## src/rtl/psr_params.svh

```systemverilog
`ifndef PSR_PARAMS_SVH
`define PSR_PARAMS_SVH

`define PSR_WIDTH     16
`define PSR_MSB       15
`define PSR_BUF_DEPTH 2
`define PSR_SYNC_RST  2'b00
`define PSR_FILL_CNT  5'h10

`endif

```

## src/rtl/psr_pkg.sv

```systemverilog
`include "psr_params.svh"

package psr_pkg;

	typedef enum logic [0:0] {
		PSR_SHIFT,
		PSR_LOAD
	} psr_op_e;

	typedef struct packed {
		psr_op_e                  op;
		logic [`PSR_MSB:0]        data;
		logic                     si;
	} psr_cmd_s;

endpackage

```

## src/rtl/psr_stream_if.sv

```systemverilog
`timescale 1ns/1ns

interface psr_stream_if;
	logic              valid;
	logic              ready;
	psr_pkg::psr_cmd_s cmd;

	modport src (output valid, output cmd, input ready);
	modport snk (input valid, input cmd, output ready);
endinterface

```

## src/rtl/psr_cmd_buf.sv

```systemverilog
`timescale 1ns/1ns
`include "psr_params.svh"

module psr_cmd_buf (
	// Clock and reset
	input  wire logic clk,
	input  wire logic rst_b,
	// Streams
	psr_stream_if.snk up,
	psr_stream_if.src dn
);

	psr_pkg::psr_cmd_s mem_q [`PSR_BUF_DEPTH];
	logic              wr_ptr_q;
	logic              rd_ptr_q;
	logic [1:0]        count_q;
	logic [1:0]        count_d;
	logic              push;
	logic              pop;

	assign up.ready = (count_q != 2'h2);
	assign dn.valid = (count_q != 2'h0);
	assign dn.cmd   = mem_q[rd_ptr_q];
	assign push     = up.valid && up.ready;
	assign pop      = dn.valid && dn.ready;
	assign count_d  = count_q + {1'b0, push} - {1'b0, pop};

	always_ff @(posedge clk) begin
		if (push) begin
			mem_q[wr_ptr_q] <= up.cmd;
		end
	end

	always_ff @(posedge clk or negedge rst_b) begin
		if (!rst_b) begin
			wr_ptr_q <= 1'b0;
			rd_ptr_q <= 1'b0;
			count_q  <= 2'h0;
		end else begin
			wr_ptr_q <= wr_ptr_q ^ push;
			rd_ptr_q <= rd_ptr_q ^ pop;
			count_q  <= count_d;
		end
	end

endmodule // psr_cmd_buf

```

## src/rtl/psr_shift_reg.sv

```systemverilog
`timescale 1ns/1ns
`include "psr_params.svh"

module psr_shift_reg (
	// Clock and reset
	input  wire logic              clock_in,
	input  wire logic              rst_b_in,
	// Host pins
	input  wire logic              shift_clock_n_in,
	input  wire logic              chip_sel_n_in,
	input  wire logic              load_sel_in,
	input  wire logic [`PSR_MSB:0] par_data_in,
	input  wire logic              ser_data_in,
	output logic                   ser_data_out,
	output logic                   cmd_ready_out,
	// Word snapshot stream
	output logic [`PSR_MSB:0]      word_out,
	output logic                   word_valid_out,
	input  wire logic              word_ready_in
);

	logic [1:0]         rst_sync_q;
	logic               rst_b;
	logic               sclk_prev_q;
	logic               fall;
	logic [`PSR_MSB:0]  stage_q;
	logic [`PSR_MSB:0]  stage_d;
	logic               ser_q;
	logic [`PSR_MSB:0]  word_q;
	logic               word_valid_q;
	logic               ready_q;
	logic               fire;
	logic               is_load;
	logic               filled_q;
	logic [4:0]         shift_cnt_q;

	psr_stream_if in_s ();
	psr_stream_if out_s ();

	// Reset release
	always_ff @(posedge clock_in or negedge rst_b_in) begin
		if (!rst_b_in) begin
			rst_sync_q <= `PSR_SYNC_RST;
		end else begin
			rst_sync_q <= {rst_sync_q[0], 1'b1};
		end
	end
	assign rst_b = rst_sync_q[1];

	// Falling edge of the shift clock, gated by the select
	assign fall         = sclk_prev_q && !shift_clock_n_in;
	assign in_s.valid   = fall && !chip_sel_n_in;
	assign in_s.cmd.op  = load_sel_in ? psr_pkg::PSR_LOAD
	                                  : psr_pkg::PSR_SHIFT;
	assign in_s.cmd.data = par_data_in;
	assign in_s.cmd.si   = ser_data_in;

	psr_cmd_buf u_buf (
		.clk   (clock_in),
		.rst_b (rst_b),
		.up    (in_s),
		.dn    (out_s)
	);

	// Register stage drains when the snapshot slot is free or is being read out this cycle
	assign out_s.ready = !word_valid_q || word_ready_in;
	assign fire        = out_s.valid && out_s.ready;
	assign is_load     = (out_s.cmd.op == psr_pkg::PSR_LOAD);
	assign stage_d     = is_load ? out_s.cmd.data
	                   : {stage_q[`PSR_MSB-1:0], out_s.cmd.si};

	// Stages carry no reset
	always_ff @(posedge clock_in) begin
		if (fire) begin
			stage_q <= stage_d;
			ser_q   <= stage_d[`PSR_MSB];
			word_q  <= stage_d;
		end
	end

	always_ff @(posedge clock_in or negedge rst_b) begin
		if (!rst_b) begin
			sclk_prev_q  <= 1'b0;
			word_valid_q <= 1'b0;
			ready_q      <= 1'b0;
			filled_q     <= 1'b0;
			shift_cnt_q  <= 5'h00;
		end else begin
			sclk_prev_q  <= shift_clock_n_in;
			word_valid_q <= fire || (word_valid_q && !word_ready_in);
			ready_q      <= in_s.ready;
			if (fire && !filled_q) begin
				filled_q    <= is_load || (shift_cnt_q == `PSR_FILL_CNT - 5'h01);
				shift_cnt_q <= shift_cnt_q + 5'h01;
			end
		end
	end

	assign ser_data_out   = ser_q;
	assign cmd_ready_out  = ready_q;
	assign word_out       = word_q;
	assign word_valid_out = word_valid_q;
endmodule // psr_shift_reg

```

## config.mk

```make
export PLATFORM = sky130hd
export DESIGN_NAME = psr_shift_reg
export DESIGN_NICKNAME = d
export VERILOG_FILES = /design/src/rtl/psr_pkg.sv /design/src/rtl/psr_stream_if.sv /design/src/rtl/psr_cmd_buf.sv /design/src/rtl/psr_shift_reg.sv
export VERILOG_INCLUDE_DIRS = /design/src /design/src/rtl
export SDC_FILE = /design/constraint.sdc
export NUM_CORES = 1
export LEC_CHECK = 0
export BUFFER_PORTS_ARGS = -buffer_cell sky130_fd_sc_hd__buf_2
export CORE_ASPECT_RATIO = 0.5
export CORE_UTILIZATION = 58
export CTS_CLUSTER_SIZE = 20
export DETAILED_ROUTE_END_ITERATION = 7
export PLACE_DENSITY = 0.82
export SYNTH_ARGS = -nofsm -noshare
export SYNTH_HDL_FRONTEND = slang
export SYNTH_SLANG_ARGS = --single-unit
```

## constraint.sdc

```tcl
create_clock -name clock_in -period 1.45 [get_ports clock_in]
set_clock_uncertainty 0.15 [all_clocks]
set_input_delay 0.29 -clock clock_in [delete_from_list [all_inputs] [get_ports clock_in]]
set_output_delay 0.29 -clock clock_in [all_outputs]
set_load 0.03 [all_outputs]
```

Word level (Yosys, flattened, before mapping)
Memory sizes are Yosys's and may differ from the RTL's.
Index checks and enable logic that the tools add are counted.
{"block": "word_totals", "ram_bits": 36, "n_memories": 1, "in_bits": 23, "ff_bits": 26, "elab_cells": 31}
{"block": "op_classes", "reduce_logical": 12, "mux": 4, "bitwise": 2, "add_sub_neg": 2, "n_eq_ne": 1}
{"memory": "u_buf.mem_q", "words": 2, "word_bits": 18, "rd": 1, "rd_ports_with_merged_regs": 0, "write_ports": 1, "line_no": "psr_cmd_buf.sv:13", "text": "psr_pkg::psr_cmd_s mem_q [`PSR_BUF_DEPTH];"}
{"cell": "two-way mux 16 bit", "count": 1}
{"cell": "logical AND 1 bit", "count": 5}
{"cell": "zero test 1 bit", "count": 4}
{"cell": "two-way mux 1 bit", "count": 3}
{"cell": "adder 2 x 1 -> 2 bit", "count": 1}
{"cell": "logical OR 1 bit", "count": 2}
{"cell": "!= test 2 bit (second input constant)", "count": 1}
{"cell": "nonzero test 2 bit", "count": 1}
{"cell": "subtractor 2 x 1 -> 2 bit", "count": 1}
{"cell": "XOR 1 bit", "count": 2}

Depth between registers and ports, before layout
Gate-level depths: netlist of the first run.
{"block": "logic_depth", "word_depth": 6, "depth_mapped": 5, "depth_no_buf": 5}

Cells and area by module
Synthesis of the first run repeated with hierarchy kept, for this count alone.
{"block": "unflattened", "hier_cells": 124, "area_unflattened_um2": 2421.1}
{"module": "psr_cmd_buf", "area_per_inst_um2": 1529.0, "cells_each": 79, "instances": 1}
{"module": "psr_shift_reg", "area_per_inst_um2": 892.1, "cells_each": 45, "instances": 1}

Worst setup path before layout of the first run
No wires, ideal clock.
{"block": "synth_timing", "path_type": "register to register", "from": "register word_valid_q, in the netlist word_valid_out", "to": "register u_buf.count_q[1]", "arrival_ns": 2.185, "required_time_ns": 1.177, "path_buffers": 0, "period_less_slack_ns": 2.458, "setup_time_ns": 0.123, "path_stages_with_launch": 5, "setup_slack_ns": -1.008, "path_cell_list": "dfrtp_1 > a21oi_1 > ha_1 > nand4b_1 > xnor2_1"}
{"block": "synth_between", "elab_chain_cells": 4}
{"element": "start: declaration", "line_no": "psr_shift_reg.sv:30", "text": "logic word_valid_q;"}
{"element": "start signal: assignment", "line_no": "psr_shift_reg.sv:90", "text": "word_valid_q <= fire || (word_valid_q && !word_ready_in);"}
{"element": "zero test 1 bit", "line_no": "psr_shift_reg.sv:66", "text": "assign out_s.ready = !word_valid_q || word_ready_in;"}
{"element": "logical OR 1 bit", "line_no": "psr_shift_reg.sv:66"}
{"element": "logical AND 1 bit"}
{"element": "net fire", "line_no": "psr_shift_reg.sv:32", "text": "logic fire;"}
{"element": "subtractor 2 x 1 -> 2 bit", "line_no": "psr_cmd_buf.sv:26", "text": "assign count_d = count_q + {1'b0, push} - {1'b0, pop};"}
{"element": "net u_buf.count_d[1]", "line_no": "psr_cmd_buf.sv:17", "text": "logic [1:0] count_d;"}
{"element": "end signal: assignment", "line_no": "psr_cmd_buf.sv:42", "text": "count_q <= count_d;"}
{"element": "end: declaration", "line_no": "psr_cmd_buf.sv:16", "text": "logic [1:0] count_q;"}
The timed path passes the listed nets, and every way through them passes these cells.
A chain may end at the register's enable or synchronous reset.

Final worst setup path of the first run
{"block": "layout_timing", "from": "register u_buf.count_q[0]", "to": "memory u_buf.mem_q[0][3] (netlist bit), enable pin"}
{"block": "layout_between", "elab_chain_cells": 4}
{"element": "!= test 2 bit", "line_no": "psr_cmd_buf.sv:21", "text": "assign up.ready = (count_q != 2'h2);"}
{"element": "net in_s.ready", "line_no": "psr_stream_if.sv:5", "text": "logic ready;"}
{"element": "logical AND 1 bit", "line_no": "psr_cmd_buf.sv:24", "text": "assign push = up.valid && up.ready;"}
{"element": "two-way mux 1 bit", "line_no": "psr_cmd_buf.sv:29", "text": "if (push) begin"}
{"element": "two-way mux 1 bit (implied by the code)", "line_no": "psr_cmd_buf.sv:30", "text": "mem_q[wr_ptr_q] <= up.cmd;"}
{"element": "end: declaration", "line_no": "psr_cmd_buf.sv:13"}
The timed path passes the listed nets, and every way through them passes these cells.

==> results of run 1 <==
## path summary, 6_finish.rpt
path	slack, ns	to	start
worst min register to register	0.21	rst_sync_q[1]$_DFF_PN0_	rst_sync_q[0]$_DFF_PN0_
worst max register to register	-0.08	u_buf.mem_q[0][3]$_DFFE_PP_	u_buf.count_q[0]$_DFF_PN0_
worst min-delay path	0.02	u_buf.mem_q[0][15]$_DFFE_PP_	par_data_in[14]
max in group asynchronous	0.35	word_valid_out$_DFF_PN0_	rst_sync_q[1]$_DFF_PN0_
min in group asynchronous	0.13	rst_sync_q[1]$_DFF_PN0_	rst_b_in
worst max-delay path	-0.08	u_buf.mem_q[0][3]$_DFFE_PP_	u_buf.count_q[0]$_DFF_PN0_
## worst reg2reg max path: cells and delay by family, from the launching register on
family | cells | cell delay, ns
adders and majority gates | 1 | 0.16
buffers and inverters | 1 | 0.14
DFF | 1 | 0.39
and+or+nand+nor | 2 | 0.39
## cell usage after synthesis (2+ instances only)
library cell	instances	area share, %
ha_1	2	1.1
buf_6	4	1.9
xor2_1	2	0.74
buf_4	2	0.64
inv_1	5	0.79
dfrtp_1	9	9.5
xnor2_1	2	0.74
a21oi_1	2	0.42
o21ai_2	15	5.6
edfxtp_1	52	66
nor2_1	2	0.32
nand2_1	15	2.4
mux2i_1	16	6.8
## metrics by stage
step / instances / setup TNS (ns)
detailed placement: 229 / -3.613
finish: 270 / -1.410
CTS: 266 / -0.8009
floorplan: 137 / -0.4660
global placement: 229 / -2.730
global route: 270 / -2.950
## sequential cells by signal, summed over array words and instances (netlist names), 2 cells and up
name           flops
u_buf.count_q      2
u_buf.mem_q       36
word_out          15
rst_sync_q         2
## cell families after synthesis
logic type / share of synthesized area (%)
AOI/OAI and AO/OA: 6.511
xor gates and xnor gates: 1.483
adders and majority gates: 1.059
buffers and inverters: 3.335
DFF: 75.60
muxes: 7.729
other: 0.1587
and+or+nand+nor: 4.130
## repair_timing
action                                  in CTS  in global routing
endpoints found under the setup margin      45                 39
gates cloned                                 0                  1
gates resized for setup                      5                  5
hold endpoints to repair                    39                  4
hold buffers                                18                  2
pin swaps                                    1                  0
buffers inserted                             4                  1
## cell type report
class	instances	area, um2
Fill cell	179	548.0
Tap cell	51	63.81
Timing Repair Buffer	72	531.8
Sequential cell	61	1789
Multi-Input combinational cell	66	559.3
Clock inverter	3	13.76
Inverter	5	18.77
Clock buffer	12	135.1
## routing by layer
layer  track usage, %  wire length, um  vias up
li1                 -                -      662
met1            25.14             1965      700
met2            39.25             2659       75
met3            11.17              392        7
met4            9.063               51        0
met5                0                0        -
## report_power, final
part | internal, W | switching, W | total [W] | leakage (nW)
Combinational | 0.000883 | 0.00143 | 0.00232 | 0.575
Clock | 0.000600 | 0.000588 | 0.00119 | 0.0776
Sequential | 0.00242 | 0.000221 | 0.00264 | 0.583
==> impl_metrics.yaml, run 1 <==
job:
  drv_cap: 0
timing:
  setup_ws_ns: -0.07530
  post-route-period-util_pct: 105.2
  hold_viol_final: 0
  whs_ns: 0.02484
  rsz0062_at_grt: "true"
  timing.fmax_ghz: 0.6556
  slew_violations: 0
  fin_crit_ns: 1.525
  setup_violations: 37
final_layout:
  final_common_cell: "edfxtp_1"
  layout-drive-gt1-share_pct: 41.10
  fin_util_pct: 85.03
  diodes: 0
  nets: 240
  synthToLayoutAreaGrowth_pct: 31.66
  design_area_mm2: 0.003112
  final_cell_mix: "edfxtp_1, buf_2, dlygate4sd3_1, mux2i_1, o21ai_2"
placement:
  io_buffers: 41
  dpl_cell_area_mm2: 0.002675
  pre_cts_ws_ns: -0.1077
  dp_hpwl_mm: 2.270
  gp_congestion: 0.6840
synthesis:
  avgSynthCellArea_um2: 17.25
  synth_cells: 137
  synth_seq_cells: 61
  synth_flop_cell: "edfxtp_1"
  yosys_warnings: 0
  yosysSeqAreaShare_pct: 75.60
  synth_edf_count: 52
  syn_nets: 162
  netlist_area_mm2: 0.002364
  synth-async-reset-ratio_pct: 14.75
  synth_cell_types: 22
drt:
  antenna_left: 0
  drt_iter0_drc: 89
  avgRoutedWirePerCell_um: 18.78
  viasPerCell: 5.348
  routed_wl_mm: 5.070
  first_pass_iters: 4
  vias: 1444
  drc_errors: 0
cts:
  htree_levels: 3
  cts.sinks: 61
  clock_latency_ns: 0.32
  cts-root-buf: "clkbuf_8"
  cts_tree: "built"
  clk_pin_slew_ns: 0.06
  clk_path_buf_depth: 2
  cts_made_buffers: 9
global_route:
  gr-total-overflow: 0
  grt_pass1_vias: 1348
  antenna_found_initial: 0
  grt_max_degree: 19
  grtUsageTotal_pct: 22.57
  grt_pass1_wl_mm: 6.555
run_status:
  violations: "setup timing"
  outcome: "complete, but fails checks"
worst_setup_path:
  required_ns: 1.33
  critPathArrivalTime_ns: 1.41
  worst-path-stages: 4
  path_delay_family: "flip-flops"
  worst-path-buf-inv: 1
  ff2ff_path_depth: 4
  critPathMaxStageDelay_ns: 0.39
  end_kind: "flip-flop"
  slowest_stage: "dfrtp_1"
  crit_path_max_fanout: 9
  cp-start-kind: "flip-flop"
  crit_path_cell_trace: "nand2b_1 > and3_4 > ha_4 > buf_8"
  crit_type: "reg2reg"
floorplan:
  die_y_um: 47.14
  dieArea_mm2: 0.004350
  io_pins: 42
  die_w_um: 92.28
  placementRows: 15
  initial_core_util_pct: 64.58
  core_area_mm2: 0.003660
power:
  cellPowerDensity_mw_per_mm2: 1974
  p_leak_nw: 1.235
  peakVddDrop_mv: 1.120
  p_total_w: 0.006142
worst_hold_path:
  hold_depth: 1
  hold_path_class: "in2reg"
Power figures use the tool's default switching activity.
==> run 2, diff against run 1 <==
--- a/config.mk
+++ b/config.mk
@@ -6,12 +6,15 @@
 export SDC_FILE = /design/constraint.sdc
 export NUM_CORES = 1
 export LEC_CHECK = 0
+export ABC_AREA = 1
 export BUFFER_PORTS_ARGS = -buffer_cell sky130_fd_sc_hd__buf_2
 export CORE_ASPECT_RATIO = 0.5
-export CORE_UTILIZATION = 58
+export CORE_UTILIZATION = 59
 export CTS_CLUSTER_SIZE = 20
 export DETAILED_ROUTE_END_ITERATION = 7
-export PLACE_DENSITY = 0.82
+export GPL_TIMING_DRIVEN = 0
+export PLACE_DENSITY = 0.83
 export SYNTH_ARGS = -nofsm -noshare
 export SYNTH_HDL_FRONTEND = slang
 export SYNTH_SLANG_ARGS = --single-unit
+export TNS_END_PERCENT = 100
==> run 2 against run 1 <==
  * The run ends with hold timing, setup timing left
  * Setup slack lost 0.094 ns
  * Worst hold slack lost 0.026 ns
  * Synthesized area grew 4.6%
  * Flip-flop and latch count is the same
  * Critical path depth grew 1
  * First-iteration DRC count grew 93%
  * Die area grew 2.7%
  * Largest power group is now combinational logic
==> impl_metrics.yaml, run 2 <==
worst_setup_path:
  crit_path_max_fanout: 7
  end_kind: "flip-flop"
  critPathArrivalTime_ns: 1.55
  crit_type: "reg2reg"
  timing.rr.end: "word_out[2]$_DFFE_PP_"
  r2r-start: "u_buf.rd_ptr_q$_DFF_PN0_"
  required_ns: 1.38
  cp-start-kind: "flip-flop"
  ff2ff_path_depth: 5
  reg2reg_slack_ns: -0.17
floorplan:
  initial_core_util_pct: 62.37
  die_y_um: 47.78
  die_w_um: 93.55
  dieArea_mm2: 0.004469
  core_area_mm2: 0.003964
  io_pins: 42
  placementRows: 16
synthesis:
  synth_edf_count: 52
  synth_top_area_share_pct: 63.16
  yosysMostFrequentCell: "edfxtp_1"
  yosys.area.top_type: "edfxtp_1"
  yosys_warnings: 0
  yosysSeqAreaShare_pct: 72.27
  netlist_area_mm2: 0.002472
  synth_seq_cells: 61
  synth_cell_types: 26
  synth-async-reset-ratio_pct: 14.75
  syn_nets: 194
  synth_cells: 169
  synth_flop_cell: "edfxtp_1"
  avgSynthCellArea_um2: 14.63
  netlist_top_cells_area: "edfxtp_1, dfrtp_1, o211ai_2, nand3_1, nand2_1"
  synthTopCellsByCount: "edfxtp_1, nand2_1, nand3_1"
global_route:
  grt_max_degree: 18
  grt_pass1_vias: 1479
  antenna_found_initial: 0
  grtUsageTotal_pct: 23.06
  gr-total-overflow: 0
  grt_pass1_wl_mm: 6.962
timing:
  fin_crit_ns: 1.619
  slew_violations: 0
  whs_ns: -0.0008977
  timing.fmax_ghz: 0.6177
  hold_viol_final: 2
  rsz0062_at_grt: "true"
  setup_violations: 49
  post-route-period-util_pct: 111.7
  setup_ws_ns: -0.1690
final_layout:
  largest_reg_flops: 36
  final_cell_mix: "edfxtp_1, buf_2, nand2_1, dlygate4sd3_1, nand3_1"
  diodes: 0
  fin_util_pct: 87.09
  fillerInstances: 166
  nets: 284
  synthToLayoutAreaGrowth_pct: 39.63
  layout-drive-gt1-share_pct: 42.59
  regMostFlops: "u_buf.mem_q"
  final_common_cell: "edfxtp_1"
cts:
  htree_levels: 3
  cts.sinks: 61
  clk_path_buf_depth: 2
  cts-root-buf: "clkbuf_8"
  cts_tree: "built"
  clock_latency_ns: 0.34
  clk_pin_slew_ns: 0.06
  cts_made_buffers: 9
worst_hold_path:
  hold_depth: 1
  hold_path_class: "in2reg"
  min_from: "par_data_in[1]"
  whs_endpoint: "u_buf.mem_q[0][2]$_DFFE_PP_"
drt:
  drc_errors: 0
  routed_wl_mm: 6.630
  vias: 1845
  first_pass_iters: 4
  drt_iter0_drc: 172
  avgRoutedWirePerCell_um: 20.91
  viasPerCell: 5.820
  antenna_left: 0
run_status:
  violations: "hold timing, setup timing"
  outcome: "complete, but fails checks"
power:
  peakVddDrop_mv: 1.354
  p_leak_nw: 1.394
  cellPowerDensity_mw_per_mm2: 2122
placement:
  dp_hpwl_mm: 2.789
  gp_congestion: 0.7143
  io_buffers: 41
job:
  drv_cap: 0
## run 2: cell types whose count changed after synthesis, sizes merged, moves of 2 or more
| cell | before | now |
|---|---|---|
| or2 | 0 | 16 |
| nand2 | 15 | 27 |
| o211ai | 0 | 15 |
| nor2 | 2 | 4 |
| inv | 5 | 11 |
| nand3 | 0 | 18 |
| mux2i | 17 | 0 |
| o21ai | 16 | 2 |
## run 2: repair_timing
item	4_1_cts	5_1_grt
pin swaps	5	29
gates cloned	0	2
hold endpoints to repair	31	9
setup buffers	5	12
gates resized for setup	4	22
hold buffers	14	5
setup endpoints to repair	63	66
## run 2: logic make-up (layout without fill, tap and decap cells)
| family | count (synthesis) | after routing | share of synthesized area (%) |
|---|---|---|---|
| AND/OR/NAND/NOR | 66 | 66 | 13.92 |
| flip-flops | 61 | 61 | 72.27 |
| AO/OA/AOI/OAI | 18 | 18 | 7.186 |
| buffers and inverters | 18 | 112 | 4.403 |
| XOR/XNOR | 3 | 3 | 1.063 |
| adder cells (fa/ha/maj) | 2 | 2 | 1.012 |
| other | 1 | 1 | 0.1517 |
## run 2: layer usage
layer,up-vias,track usage (%),wire length (um)
li1,785,-,-
met2,132,37.65,3316
met1,906,28.03,2521
met3,22,8.730,602
met5,-,0,0
met4,0,12.62,189
## run 2: layout make-up
cell class              instances  area [um2]  area share [%]
plain buffers                   7       73.82           2.138
clock buffers                  12       135.1           3.914
clock inverters                 3       13.76          0.3987
inverters                      11       43.79           1.269
multi-input cells              90       691.9           20.04
flip-flops and latches         61        1789           51.83
well taps                      54       67.56           1.957
repair buffers                 79       636.9           18.45
## run 2: worst max-delay path, cell delays in order, from the launching register on
cell      delay [ns]
dfrtp_1         0.45
buf_6           0.19
buf_4           0.14
or2_0           0.24
o211ai_1        0.12
nand2_1         0.08
## run 2: worst max-delay path by stage
stage	start	endpoint	slack, ns	depth (start not counted)
floorplan	word_valid_out$_DFF_PN0_	u_buf.count_q[1]$_DFF_PN0_	-0.25	6
global placement	word_ready_in	u_buf.count_q[1]$_DFF_PN0_	-0.31	8
detailed placement	u_buf.count_q[1]$_DFF_PN0_	u_buf.count_q[1]$_DFF_PN0_	-0.39	7
CTS	u_buf.count_q[1]$_DFF_PN0_	u_buf.count_q[1]$_DFF_PN0_	-0.05	7
global route	u_buf.rd_ptr_q$_DFF_PN0_	word_out[2]$_DFFE_PP_	-0.19	5
finish	u_buf.rd_ptr_q$_DFF_PN0_	word_out[2]$_DFFE_PP_	-0.17	5
## run 2: stage by stage
stage	TNS, ns	worst slack, ns	area (um2)	total power, W	cells
floorplan	-1.024	-0.2466	2520	0.004519	169
global placement	-7.678	-0.3150	2793	0.005053	264
detailed placement	-10.29	-0.3851	2793	0.005131	264
CTS	-1.374	-0.04877	3169	0.006440	298
global route	-4.511	-0.1870	3452	0.007609	317
finish	-3.040	-0.1690	3452	0.007325	317
## run 2: where the power goes
group	internal (W)	leakage, nW	switching (W)
clock network	0.000600	0.0776	0.000621
logic	0.00135	0.734	0.00202
registers	0.00247	0.582	0.000268
total	0.00442	1.39	0.00290
==> run 3, diff against run 2 <==
--- a/config.mk
+++ b/config.mk
@@ -13,7 +13,7 @@
 export CTS_CLUSTER_SIZE = 20
 export DETAILED_ROUTE_END_ITERATION = 7
 export GPL_TIMING_DRIVEN = 0
-export PLACE_DENSITY = 0.83
+export PLACE_DENSITY = 0.84
 export SYNTH_ARGS = -nofsm -noshare
 export SYNTH_HDL_FRONTEND = slang
 export SYNTH_SLANG_ARGS = --single-unit
==> run 3 against run 2 <==
  * First-iteration DRC count shrank 2.9%
  * Clock power grew 11%
  * Setup slack worse by 0.030 ns
  * Design area is essentially flat
  * Maximum frequency decreased by 1.8%
  * Worst hold slack better by 0.10 ns
  * Total power rose by 0.37%
  * The flow finishes with violations (setup timing)
  * Register-to-register slack lost 0.03 ns
  * Count of clock-buffer cells in the layout up 2
  * Non-clock buffer count is 2 lower
  * Via count increased by 4.4%
==> impl_metrics.yaml, run 3 (synthesis results as in run 2) <==
cts:
  clock_latency_ns: 0.34
  cts-root-buf: "clkbuf_8"
  cts.sinks: 61
  clk_path_buf_depth: 2
  cts_tree: "built"
  htree_levels: 3
  cts_made_buffers: 9
  clk_pin_slew_ns: 0.07
power:
  peakVddDrop_mv: 1.161
  internal_power_w: 0.004374
  p_leak_nw: 1.387
  p_total_w: 0.007352
  seqPwrFrac_pct: 37.8
  switching_share_pct: 40.50
  cellPowerDensity_mw_per_mm2: 2131
  p_sw_w: 0.002977
  p_clk_share_pct: 18.6
  combPwrFrac_pct: 43.7
final_layout:
  instances_no_fill: 316
  final_common_cell: "edfxtp_1"
  regMostFlops: "u_buf.mem_q"
  largest_reg_flops: 36
  nets: 282
  fillerInstances: 162
  synthToLayoutAreaGrowth_pct: 39.52
  final_cell_mix: "edfxtp_1, buf_2, nand2_1, dlygate4sd3_1, nand3_1"
  layout-drive-gt1-share_pct: 41.60
  diodes: 0
worst_setup_path:
  crit_path_max_fanout: 6
  critPathArrivalTime_ns: 1.59
  cp-start-kind: "flip-flop"
  r2r-start: "u_buf.rd_ptr_q$_DFF_PN0_"
  reg2reg_slack_ns: -0.20
  crit_type: "reg2reg"
  timing.rr.end: "word_out[3]$_DFFE_PP_"
  end_kind: "flip-flop"
  required_ns: 1.39
  ff2ff_path_depth: 5
placement:
  dpl.cell_count: 264
  io_buffers: 41
  pre_cts_ws_ns: -0.3786
  dp_hpwl_mm: 2.816
  gp_congestion: 0.7103
drt:
  drt_iter0_drc: 167
  first_pass_iters: 6
  routed_wl_mm: 7.291
  vias: 1927
  avgRoutedWirePerCell_um: 23.07
  antenna_left: 0
  drc_errors: 0
  viasPerCell: 6.098
timing:
  timing.fmax_ghz: 0.6066
  fin_crit_ns: 1.649
  slew_violations: 0
  setup_ws_ns: -0.1986
  post-route-period-util_pct: 113.7
  rsz0062_at_grt: "true"
  setup_violations: 71
  hold_viol_final: 0
global_route:
  grt_pass1_wl_mm: 7.721
  grt_pass1_vias: 1590
  antenna_found_initial: 0
  grt_max_degree: 19
  grtUsageTotal_pct: 26.07
  gr-total-overflow: 0
floorplan:
  die_w_um: 93.55
  initial_core_util_pct: 62.37
  placementRows: 16
  die_y_um: 47.78
  io_pins: 42
  dieArea_mm2: 0.004469
  core_area_mm2: 0.003964
worst_hold_path:
  hold_path_class: "in2async"
run_status:
  outcome: "complete, but fails checks"
  violations: "setup timing"
job:
  drv_cap: 0
-- run 3: changes by cell type in the layout (fill, tap and decap cells not counted), sizes merged --
cell and change:
buf -5, clkbuf +3, dlygate4sd3 +2, clkinv -1
-- run 3: repair_timing --
action	4_1_cts	5_1_grt
setup endpoints to repair	59	50
hold buffers	21	0
endpoints found under the hold margin	46	0
resized for setup	8	16
pin swaps	3	10
buffers inserted	5	5
cloned	0	5
-- run 3: final cells by class --
class / count / area [um2] / area share (%)
clock inverter: 2 / 10.01 / 0.2902
clock buffer: 14 / 162.7 / 4.715
sequential: 61 / 1790 / 51.90
inverter: 11 / 46.29 / 1.342
timing repair buffer: 77 / 616.8 / 17.88
tap: 54 / 67.56 / 1.959
buffer: 7 / 75.07 / 2.176
multi-input combinational: 90 / 680.7 / 19.73
-- run 3: worst max-delay path by stage --
stage	cells after the start	endpoint	from	slack, ns
3_3_place_gp	6	u_buf.count_q[1]$_DFF_PN0_	word_valid_out$_DFF_PN0_	-0.31
3_5_place_dp	8	u_buf.count_q[1]$_DFF_PN0_	word_ready_in	-0.38
5_1_grt	5	word_out[2]$_DFFE_PP_	u_buf.rd_ptr_q$_DFF_PN0_	-0.19
6_report	5	word_out[3]$_DFFE_PP_	u_buf.rd_ptr_q$_DFF_PN0_	-0.20
2_1_floorplan	6	u_buf.count_q[1]$_DFF_PN0_	word_valid_out$_DFF_PN0_	-0.25
4_1_cts	7	u_buf.count_q[1]$_DFF_PN0_	u_buf.count_q[1]$_DFF_PN0_	-0.03
-- run 3: layer usage --
layer	up-vias	share of wire [%]	GRT usage [%]
met5	-	0	0
met4	0	5.2	12.31
met3	41	10	9.683
met2	162	48	44.85
met1	943	37	30.86
li1	781	-	-
-- run 3: per-stage QoR --
step           cell area [um2]  setup TNS, ns  hold slack, ns  utilization (%)
6_report                  3450         -4.482          0.1025            87.03
5_1_grt                   3450         -6.420          0.1061            87.03
4_1_cts                   3259        -0.2677         0.09002            82.23
3_5_place_dp              2793         -9.339        -0.07189            70.45
3_3_place_gp              2793         -7.615        -0.07436            70.45
2_1_floorplan             2520         -1.024         -0.1556                -
-- run 3: worst max-delay path, stage by stage (launching register included) --
cell,delay (ns)
dfrtp_2,0.45
buf_6,0.17
buf_4,0.14
or2_0,0.25
o211ai_1,0.15
nand2_1,0.08
-- run 3: power groups by stage --
stage | registers (W) | logic, W | clock network (W)
floorplan | 0.00321 | 0.00131 | 0
finish | 0.00278 | 0.00321 | 0.00136
global route | 0.00280 | 0.00332 | 0.00144
CTS | 0.00267 | 0.00261 | 0.00133
detailed placement | 0.00270 | 0.00244 | 0
global placement | 0.00269 | 0.00236 | 0
